## src/inc/spi_port_pkg.sv

```systemverilog
// Package with register map, field positions and codes of the serial port in SPI mode
package spi_port_pkg;
    localparam logic [3:0] OFF_CONTROL_ONE = 4'h0;
    localparam logic [3:0] OFF_STATUS      = 4'h4;
    localparam logic [3:0] OFF_BUFFER      = 4'h8;
    localparam logic [3:0] OFF_RELOAD      = 4'hc;
    localparam logic [3:0] OFF_CONTROL_THREE = 4'h4 + 4'h8 - 4'h8 + 4'h0 + 4'h0 + 4'h0 + 4'h0 + 4'h0 + 4'h0 + 4'h0;
    localparam int CON_WRITE_COLLISION_FLAG_BIT   = 7;
    localparam int CON_ENABLE_BIT = 5;
    localparam int CON_CKP_BIT    = 4;
    localparam int STAT_SMP_BIT   = 7;
    localparam int STAT_CKE_BIT   = 6;
    localparam int STAT_BF_BIT    = 0;
    localparam logic [7:0] CONTROL_ONE_RESET = 8'h00;
    localparam logic [7:0] STATUS_RESET      = 8'h00;
    localparam logic [7:0] RELOAD_RESET      = 8'h00;
    localparam logic [1:0] RESP_OKAY   = 2'b00;
    localparam logic [1:0] RESP_SLVERR = 2'b10;
    // Mode codes in control bits 3:0
    localparam logic [3:0] MODE_MASTER_DIV4    = 4'h0;
    localparam logic [3:0] MODE_MASTER_DIV16   = 4'h1;
    localparam logic [3:0] MODE_MASTER_DIV64   = 4'h2;
    localparam logic [3:0] MODE_MASTER_TIMER   = 4'h3;
    localparam logic [3:0] MODE_SLAVE_SELECT   = 4'h4;
    localparam logic [3:0] MODE_SLAVE_NOSELECT = 4'h5;
    localparam logic [3:0] MODE_MASTER_RELOAD  = 4'ha;
    localparam int BITS_PER_BYTE = 8;
endpackage

```

## src/rtl/spi_port.sv

```systemverilog
// Serial port in SPI mode with AXI4-Lite register access
`timescale 1ns/1ps
module spi_port (
    input  wire logic        aclk,
    input  wire logic        aresetn,
    input  wire logic [3:0]  s_axi_awaddr,
    input  wire logic        s_axi_awvalid,
    output logic             s_axi_awready,
    input  wire logic [31:0] s_axi_wdata,
    input  wire logic [3:0]  s_axi_wstrb,
    input  wire logic        s_axi_wvalid,
    output logic             s_axi_wready,
    output logic [1:0]       s_axi_bresp,
    output logic             s_axi_bvalid,
    input  wire logic        s_axi_bready,
    input  wire logic [3:0]  s_axi_araddr,
    input  wire logic        s_axi_arvalid,
    output logic             s_axi_arready,
    output logic [31:0]      s_axi_rdata,
    output logic [1:0]       s_axi_rresp,
    output logic             s_axi_rvalid,
    input  wire logic        s_axi_rready,
    input  wire logic        timer_match,
    input  wire logic        serial_clock_pin_in,
    output logic             serial_clock_pin_out,
    output logic             serial_clock_pin_oe,
    input  wire logic        serial_in_pin,
    output logic             serial_out_pin,
    output logic             serial_out_pin_oe,
    input  wire logic        slave_select_n_pin,
    output logic             port_interrupt_flag
);
    import spi_port_pkg::*;

    typedef struct packed {
        logic       aw_seen;
        logic [3:0] aw_addr;
        logic       w_seen;
        logic [7:0] w_data;
        logic       w_lane;
        logic       awready;
        logic       wready;
        logic       bvalid;
        logic [1:0] bresp;
        logic       arready;
        logic       rvalid;
        logic [31:0] rdata;
        logic [1:0] rresp;
        logic [7:0] control_one;
        logic [1:0] status_top;
        logic       buffer_full_flag;
        logic [7:0] data_buffer_reg;
        logic [7:0] address_reload_reg;
        logic [7:0] shift_reg;
        logic [3:0] bit_count;
        logic       busy;
        logic [8:0] div_count;
        logic       sck_level;
        logic       sample_bit;
        logic       late_sample;
        logic [2:0] sck_sync;
        logic [1:0] sel_sync;
        logic [1:0] sdi_sync;
        logic       tmr_sync;
        logic       tmr_half;
        logic       sdo;
        logic       sdo_oe;
        logic       sck_oe;
        logic       irq;
    } state_t;

    state_t r;
    state_t next_r;

    // Half-period of the master clock in core cycles, minus one
    function automatic logic [8:0] half_period(input logic [3:0] mode, input logic [7:0] reload);
        case (mode)
            MODE_MASTER_DIV4:   half_period = 9'd1;
            MODE_MASTER_DIV16:  half_period = 9'd7;
            MODE_MASTER_DIV64:  half_period = 9'd31;
            MODE_MASTER_RELOAD: half_period = {reload, 1'b1};
            default:            half_period = 9'd1;
        endcase
    endfunction

    logic [3:0] mode;
    logic       is_master;
    logic       enabled;
    logic       clock_idle_polarity;
    logic       cke;
    logic       sample_phase_select;
    logic       sel_used;
    logic       selected;
    logic       sck_rise;
    logic       sck_fall;
    logic       lead_edge;
    logic       trail_edge;
    logic       wr_fire;
    logic       rd_fire;
    logic       buf_write;
    logic       tick;

    assign mode      = r.control_one[3:0];
    assign is_master = (mode <= MODE_MASTER_TIMER) || (mode == MODE_MASTER_RELOAD);
    assign enabled   = r.control_one[CON_ENABLE_BIT];
    assign clock_idle_polarity       = r.control_one[CON_CKP_BIT];
    assign cke       = r.status_top[STAT_CKE_BIT-6];
    assign sample_phase_select       = r.status_top[STAT_SMP_BIT-6];
    assign sel_used  = (mode == MODE_SLAVE_SELECT);
    assign selected  = !sel_used || !r.sel_sync[1];
    assign sck_rise  = r.sck_sync[1] && !r.sck_sync[2];
    assign sck_fall  = !r.sck_sync[1] && r.sck_sync[2];
    // Leading edge leaves idle level; with cke data changes on active-to-idle edge
    assign lead_edge  = clock_idle_polarity ? sck_fall : sck_rise;
    assign trail_edge = clock_idle_polarity ? sck_rise : sck_fall;
    assign wr_fire = r.aw_seen && r.w_seen && !r.bvalid;
    assign rd_fire = s_axi_arvalid && r.arready;
    assign buf_write = wr_fire && r.aw_addr == OFF_BUFFER && r.w_lane;
    assign tick = (mode == MODE_MASTER_TIMER) ? (r.tmr_sync && r.tmr_half) : (r.div_count == 9'd0);

    always_comb begin
        logic shift_now;
        logic sample_now;
        logic byte_done;
        shift_now  = 1'b0;
        sample_now = 1'b0;
        byte_done  = 1'b0;
        next_r = r;
        next_r.sck_sync = {r.sck_sync[1:0], serial_clock_pin_in};
        next_r.sel_sync = {r.sel_sync[0], slave_select_n_pin};
        next_r.sdi_sync = {r.sdi_sync[0], serial_in_pin};
        next_r.tmr_sync = timer_match;
        next_r.irq = 1'b0;
        next_r.late_sample = 1'b0;

        ////////////////////////////////////////////////////////////////////
        // AXI4-Lite slave
        next_r.awready = !r.aw_seen && !s_axi_awvalid ? 1'b1 : !r.aw_seen;
        next_r.wready  = !r.w_seen;
        if (s_axi_awvalid && r.awready && !r.aw_seen) begin
            next_r.aw_seen = 1'b1;
            next_r.aw_addr = {s_axi_awaddr[3:2], 2'b00};
            next_r.awready = 1'b0;
        end
        if (s_axi_wvalid && r.wready && !r.w_seen) begin
            next_r.w_seen = 1'b1;
            next_r.w_data = s_axi_wdata[7:0];
            next_r.w_lane = s_axi_wstrb[0];
            next_r.wready = 1'b0;
        end
        if (wr_fire) begin
            next_r.bvalid = 1'b1;
            next_r.bresp  = RESP_OKAY;
            if (r.w_lane) begin
                case (r.aw_addr)
                    OFF_CONTROL_ONE: next_r.control_one = r.w_data;
                    OFF_STATUS:      next_r.status_top = r.w_data[7:6];
                    OFF_BUFFER: begin
                        if (r.busy || r.control_one[CON_WRITE_COLLISION_FLAG_BIT]) begin
                            next_r.control_one[CON_WRITE_COLLISION_FLAG_BIT] = 1'b1;
                        end else begin
                            next_r.data_buffer_reg = r.w_data;
                            next_r.shift_reg       = r.w_data;
                            next_r.busy            = is_master && enabled;
                            next_r.sdo             = r.w_data[7];
                        end
                    end
                    OFF_RELOAD:      next_r.address_reload_reg = r.w_data;
                    default:         next_r.bresp = RESP_SLVERR;
                endcase
            end
        end
        if (r.bvalid && s_axi_bready) begin
            next_r.bvalid  = 1'b0;
            next_r.aw_seen = 1'b0;
            next_r.w_seen  = 1'b0;
            next_r.awready = 1'b1;
            next_r.wready  = 1'b1;
        end
        next_r.arready = !r.rvalid && !rd_fire;
        if (rd_fire) begin
            next_r.rvalid = 1'b1;
            next_r.rresp  = RESP_OKAY;
            next_r.rdata  = 32'h0000_0000;
            case ({s_axi_araddr[3:2], 2'b00})
                OFF_CONTROL_ONE: next_r.rdata[7:0] = r.control_one;
                OFF_STATUS:      next_r.rdata[7:0] = {r.status_top, 5'b0_0000, r.buffer_full_flag};
                OFF_BUFFER: begin
                    next_r.rdata[7:0]       = r.data_buffer_reg;
                    next_r.buffer_full_flag = 1'b0;
                end
                OFF_RELOAD:      next_r.rdata[7:0] = r.address_reload_reg;
                default:         next_r.rresp = RESP_SLVERR;
            endcase
        end
        if (r.rvalid && s_axi_rready) begin
            next_r.rvalid  = 1'b0;
            next_r.arready = 1'b1;
        end

        ////////////////////////////////////////////////////////////////////
        // Shift engine
        if (is_master) begin
            next_r.sck_oe = enabled;
            next_r.sdo_oe = enabled;
            next_r.tmr_half = r.tmr_sync ? !r.tmr_half : r.tmr_half;
            // Capture one cycle after the sample edge: data-in lags our own clock by the synchroniser
            sample_now = r.late_sample && r.busy;
            if (r.busy) begin
                next_r.div_count = (r.div_count == 9'd0) ?
                    half_period(mode, r.address_reload_reg) : r.div_count - 9'd1;
                if (tick) begin
                    next_r.sck_level = !r.sck_level;
                    // Leading edge samples when cke is set, trailing edge otherwise
                    if ((r.sck_level == clock_idle_polarity) == cke) begin
                        next_r.late_sample = 1'b1;
                    end else begin
                        shift_now = 1'b1;
                    end
                end
            end else begin
                next_r.sck_level = clock_idle_polarity;
                next_r.div_count = half_period(mode, r.address_reload_reg);
            end
        end else begin
            next_r.sck_oe = 1'b0;
            next_r.sck_level = clock_idle_polarity;
            next_r.sdo_oe = enabled && selected && !(sel_used && r.sel_sync[1]);
            if (enabled && selected) begin
                if (cke) begin
                    sample_now = lead_edge;
                    shift_now  = trail_edge;
                end else begin
                    sample_now = trail_edge;
                    shift_now  = lead_edge;
                end
            end
        end

        // Sample on one edge, move on the other; smp holds the master sample and shifts it in on the move edge
        if (sample_now) begin
            next_r.sample_bit = r.sdi_sync[1];
            if (!sample_phase_select || !is_master) begin
                next_r.shift_reg = {r.shift_reg[6:0], r.sdi_sync[1]};
                next_r.bit_count = r.bit_count + 4'd1;
                byte_done = (r.bit_count == 4'(BITS_PER_BYTE - 1));
            end
        end
        if (shift_now) begin
            if (sample_phase_select && is_master && r.bit_count != 4'(BITS_PER_BYTE)) begin
                next_r.shift_reg = {r.shift_reg[6:0], r.sample_bit};
                next_r.bit_count = r.bit_count + 4'd1;
                byte_done = (r.bit_count == 4'(BITS_PER_BYTE - 1));
                next_r.sdo = r.shift_reg[6];
            end else begin
                next_r.sdo = r.shift_reg[7];
            end
        end
        if (byte_done) begin
            next_r.data_buffer_reg  = next_r.shift_reg;
            next_r.buffer_full_flag = 1'b1;
            next_r.irq              = 1'b1;
            next_r.bit_count        = 4'd0;
            next_r.busy             = 1'b0;
            next_r.sck_level        = clock_idle_polarity;
        end
        if (!enabled || (sel_used && r.sel_sync[1])) begin
            next_r.bit_count = 4'd0;
            next_r.busy      = 1'b0;
        end
    end

    always_ff @(posedge aclk) begin
        if (!aresetn) begin
            r <= '0;
            r.awready <= 1'b1;
            r.wready  <= 1'b1;
            r.arready <= 1'b1;
            r.control_one <= CONTROL_ONE_RESET;
            r.address_reload_reg <= RELOAD_RESET;
        end else begin
            r <= next_r;
        end
    end

    assign s_axi_awready = r.awready;
    assign s_axi_wready  = r.wready;
    assign s_axi_bvalid  = r.bvalid;
    assign s_axi_bresp   = r.bresp;
    assign s_axi_arready = r.arready;
    assign s_axi_rvalid  = r.rvalid;
    assign s_axi_rdata   = r.rdata;
    assign s_axi_rresp   = r.rresp;
    assign serial_clock_pin_out = r.sck_level;
    assign serial_clock_pin_oe  = r.sck_oe;
    assign serial_out_pin       = r.sdo;
    assign serial_out_pin_oe    = r.sdo_oe;
    assign port_interrupt_flag  = r.irq;
endmodule
```

## config.mk

```make
export PLATFORM = sky130hd
export DESIGN_NAME = spi_port
export DESIGN_NICKNAME = d
export VERILOG_FILES = /design/src/inc/spi_port_pkg.sv /design/src/rtl/spi_port.sv
export SDC_FILE = /design/constraint.sdc
export NUM_CORES = 1
export LEC_CHECK = 0
export ABC_CLOCK_PERIOD_IN_PS = 6720
export BUFFER_PORTS_ARGS = -buffer_cell sky130_fd_sc_hd__buf_4
export CAP_MARGIN = 20
export CORE_MARGIN = 2
export CORE_UTILIZATION = 39
export CTS_CLUSTER_SIZE = 40
export DETAILED_ROUTE_END_ITERATION = 6
export GPL_ROUTABILITY_DRIVEN = 0
export PLACE_DENSITY = 0.57
export SLEW_MARGIN = 20
export SYNTH_ARGS = -nofsm -noshare
export SYNTH_HDL_FRONTEND = slang
export SYNTH_SLANG_ARGS = --single-unit
```

## constraint.sdc

```tcl
create_clock -name aclk -period 6.72 [get_ports aclk]
set_input_delay 0.336 -clock aclk [delete_from_list [all_inputs] [get_ports aclk]]
set_output_delay 0.336 -clock aclk [all_outputs]
set_load 0.01 [all_outputs]
```

==> impl_metrics.tcl <==
set metrics [dict create \
    insertion_delay_ps 340 \
    hold_buffers 0 \
    seqCellArea_sq_um 1842 \
    nNetsFinal 566 \
    grt_pass1_vias 3142 \
    status "complete, no violations" \
    ys_dominant_reg_cell "dfxtp_1" \
    rrSetupSlack_ps 3700 \
    cp-start-kind "flip-flop" \
    grt_max_degree 66 \
    core_area_sq_um 10940 \
    ys_top_cells_by_area "dfxtp_1 42%, mux2i_1 8.6%, buf_4 6.5%" \
    ios 101 \
    numCtsBuffers 9 \
    num_rows 38 \
    die_w_um 110.5 \
    slowest_stage "o211ai_1" \
    hp-start "serial_in_pin" \
    start_util_pct 40.43 \
    drt-total-wl_um 9727 \
    holdPathEnd "next_r[7]" \
    ff2ff_path_depth 6 \
    maxSlewHeadroom_pct 30.29 \
    synth.most_common_cell "dfxtp_1" \
    cts_setup_buffers 0 \
    hp-class "input pin to flip-flop" \
    crit_path_max_fanout 11 \
    grt_overflow_total 0 \
    vias 3338 \
    power_density_nw_per_um2 231.5 \
    ys_seq_elements 92 \
    tns_ps 0 \
    p_switching_w 0.0002662 \
    critical_path_buf_inv_count 1 \
    synth_edf_count 0 \
    hpwlAfterDp_um 6965 \
    track_usage_pct 16.49 \
    clockBufferDepth 2 \
    comb_power_share_pct 6.2 \
    reg2reg_to "r[28]" \
    fmax_mhz 330.8 \
    muxShareOfSynthArea_pct 13.19 \
    numClockSinks 92 \
    cts_root_buf "clkbuf_16" \
    seqPwrFrac_pct 50.0 \
    syn_avg_cell_area_sq_um 9.098 \
    port_buffers 42 \
    leakagePower_nw 2.012 \
    arrival_ps 3290 \
    synth_cells 486 \
    max_cap_violations 0 \
    yosys_warnings 0 \
    multi_input_area_sq_um 2231 \
    synth_top_area_share_pct 41.65 \
    holdPathStages 2 \
    path_cells "inv_1 -> o21ai_1 -> a2111oi_4 -> o211ai_1 -> nand2_1 -> a21oi_1" \
    slew_viol_final 0 \
    fin_cells 652 \
    grt_pass1_wl_um 16400 \
    yosysSeqAreaShare_pct 41.65 \
    swShare_pct 23.31 \
    timing.final.crit_share_pct 44.99 \
    dp.cells 637 \
    yosysTopAreaCell "dfxtp_1" \
    drc 0 \
    p_int_w 0.0008757 \
    p_clk_share_pct 43.8 \
    drive_above_1_share_pct 16.60 \
    fill_cells 1083 \
    h-tree-depth 3 \
    via_per_inst 5.120 \
    vdd_ir_drop_max_mv 0.1367 \
    synth_area_sq_um 4422 \
    final-setup-viol-count 0 \
    worst_slew_pin_slew_ps 1041 \
    dieArea_sq_um 12210 \
    finalHoldViolations 0 \
    synth-xor-area-share_pct 1.556 \
    synth_compound_area_share_pct 14.40 \
    criticalPathCategory "flip-flop to flip-flop" \
    postRouteAntennaNets 0 \
    die_h_um 110.5 \
    synth.top_cells.by_count "92 x dfxtp_1, 55 x nor2_1, 38 x a21oi_1, 38 x buf_4, 38 x mux2i_1" \
    slowest_delay_ps 860 \
    timing.rr.start "mode[3]" \
    skew_ps 9.216 \
    antenna_found_initial 0 \
    syn_to_final_growth_pct 11.54 \
    diodes 0 \
    first_iter_violations 231 \
    synth_simple_gate_area_share_pct 18.17 \
    required_ps 6980 \
    synthArstFlopShare_pct 0 \
    period_minus_slack_ps 3023 \
    rsz0062_at_grt "false" \
    wl_per_cell_um 14.92 \
    critPathCaptureType "flip-flop" \
    synth_top_family_by_area "simple AND/OR/NAND/NOR gates" \
    cts_tree "yes" \
    cp_top_family "compound AO/OA/AOI/OAI gates" \
    synthAdderAreaFrac_pct 0.8489 \
    path_clk_slew_ps 70 \
    synth_cell_types 55 \
    dr.pass1.iters 4 \
    cts_resized 0 \
]
==> worst register-to-register path, cell delays in order, from the launching register on <==
cell       delay (ps)
dfxtp_1           530
inv_1             210
o21ai_1           590
a2111oi_4         140
o211ai_1          860
nand2_1           390
a21oi_1           210
==> registers in the layout, indices dropped and copies added, names as in the netlist <==
register,flops
s_axi_rdata,8
serial_clock_pin_out,1
serial_out_pin,1
clock_idle_polarity,1
s_axi_awready,1
serial_out_pin_oe,1
r,62
next_r,4
s_axi_wready,1
serial_clock_pin_oe,1
s_axi_bvalid,1
s_axi_rvalid,1
enabled,1
mode,4
cke,1
s_axi_bresp,1
s_axi_arready,1
port_interrupt_flag,1
==> worst max path at each step <==
stage / to / cells after the start / startpoint
floorplan: r[28] / 9 / r[16]
global placement: r[29] / 6 / mode[3]
detailed placement: r[28] / 6 / mode[3]
CTS: r[25] / 6 / mode[3]
global route: r[25] / 6 / mode[3]
finish: r[28] / 6 / mode[3]
==> cell type report <==
cell class                 instances  share of cell area (%)
inverter                          17                   1.294
clock buffer                      10                   4.642
tap                              140                   3.551
sequential                        92                   37.34
multi-input combinational        344                   45.23
clock inverter                     5                   1.243
timing repair buffer              44                   6.697
==> placed cells by master (no fill, tap or decap), drive strengths merged, types with 4 or more instances in the layout <==
cell | synthesis | routed
a211oi | 5 | 5
a21boi | 6 | 6
a21oi | 38 | 38
a221oi | 7 | 7
and2 | 14 | 14
buf | 49 | 44
clkbuf | 10 | 10
conb | 1 | 27
dfxtp | 92 | 92
inv | 17 | 18
mux2 | 12 | 12
mux2i | 38 | 38
nand2 | 37 | 37
nand2b | 8 | 8
nand3 | 5 | 5
nor2 | 55 | 55
nor3 | 10 | 10
nor4 | 4 | 4
o211ai | 4 | 4
o21ai | 21 | 21
or3 | 4 | 4
xnor2 | 7 | 7
==> stage by stage <==
| step | area, sq um | power (W) | utilization, % | hold slack (ps) | setup slack, ps |
|---|---|---|---|---|---|
| 5_1_grt | 4932 | 0.001189 | 45.10 | 200.2 | 3463 |
| 3_3_place_gp | 4642 | 0.0006534 | 42.45 | 413.3 | 3770 |
| 4_1_cts | 4932 | 0.001157 | 45.10 | 189.3 | 3697 |
| 2_1_floorplan | 4519 | 0.0006401 | - | 410.0 | 4496 |
| 3_5_place_dp | 4642 | 0.0006550 | 42.45 | 424.7 | 3688 |
| 6_report | 4932 | 0.001142 | 45.10 | 202.2 | 3697 |
==> layer usage <==
metal / track usage [%] / up-vias / wire length [um]
met3: 4.171 / 8 / 440
met4: 4.250 / 0 / 99
met5: 0 / - / 0
met1: 22.59 / 1572 / 4826
met2: 26.01 / 79 / 4361
li1: - / 1679 / -
==> cells by family (layout without fill, tap and decap cells) <==
| logic type | Yosys count | count (layout) |
|---|---|---|
| fa+ha+maj | 3 | 3 |
| compound gates | 98 | 98 |
| other cells | 1 | 27 |
| buf+inv | 76 | 76 |
| simple gates | 156 | 156 |
| mux | 53 | 53 |
| flops | 92 | 92 |
| xor+xnor | 7 | 7 |
==> power by group through the flow <==
stage | Combinational (W) | Sequential, W | Clock (W)
finish | 0.0000708 | 0.000571 | 0.000500
global route | 0.0000798 | 0.000573 | 0.000536
CTS | 0.0000715 | 0.000571 | 0.000514
detailed placement | 0.0000712 | 0.000584 | 0
global placement | 0.0000703 | 0.000583 | 0
floorplan | 0.0000607 | 0.000579 | 0
Note: power is estimated with default switching activity, not from simulation.
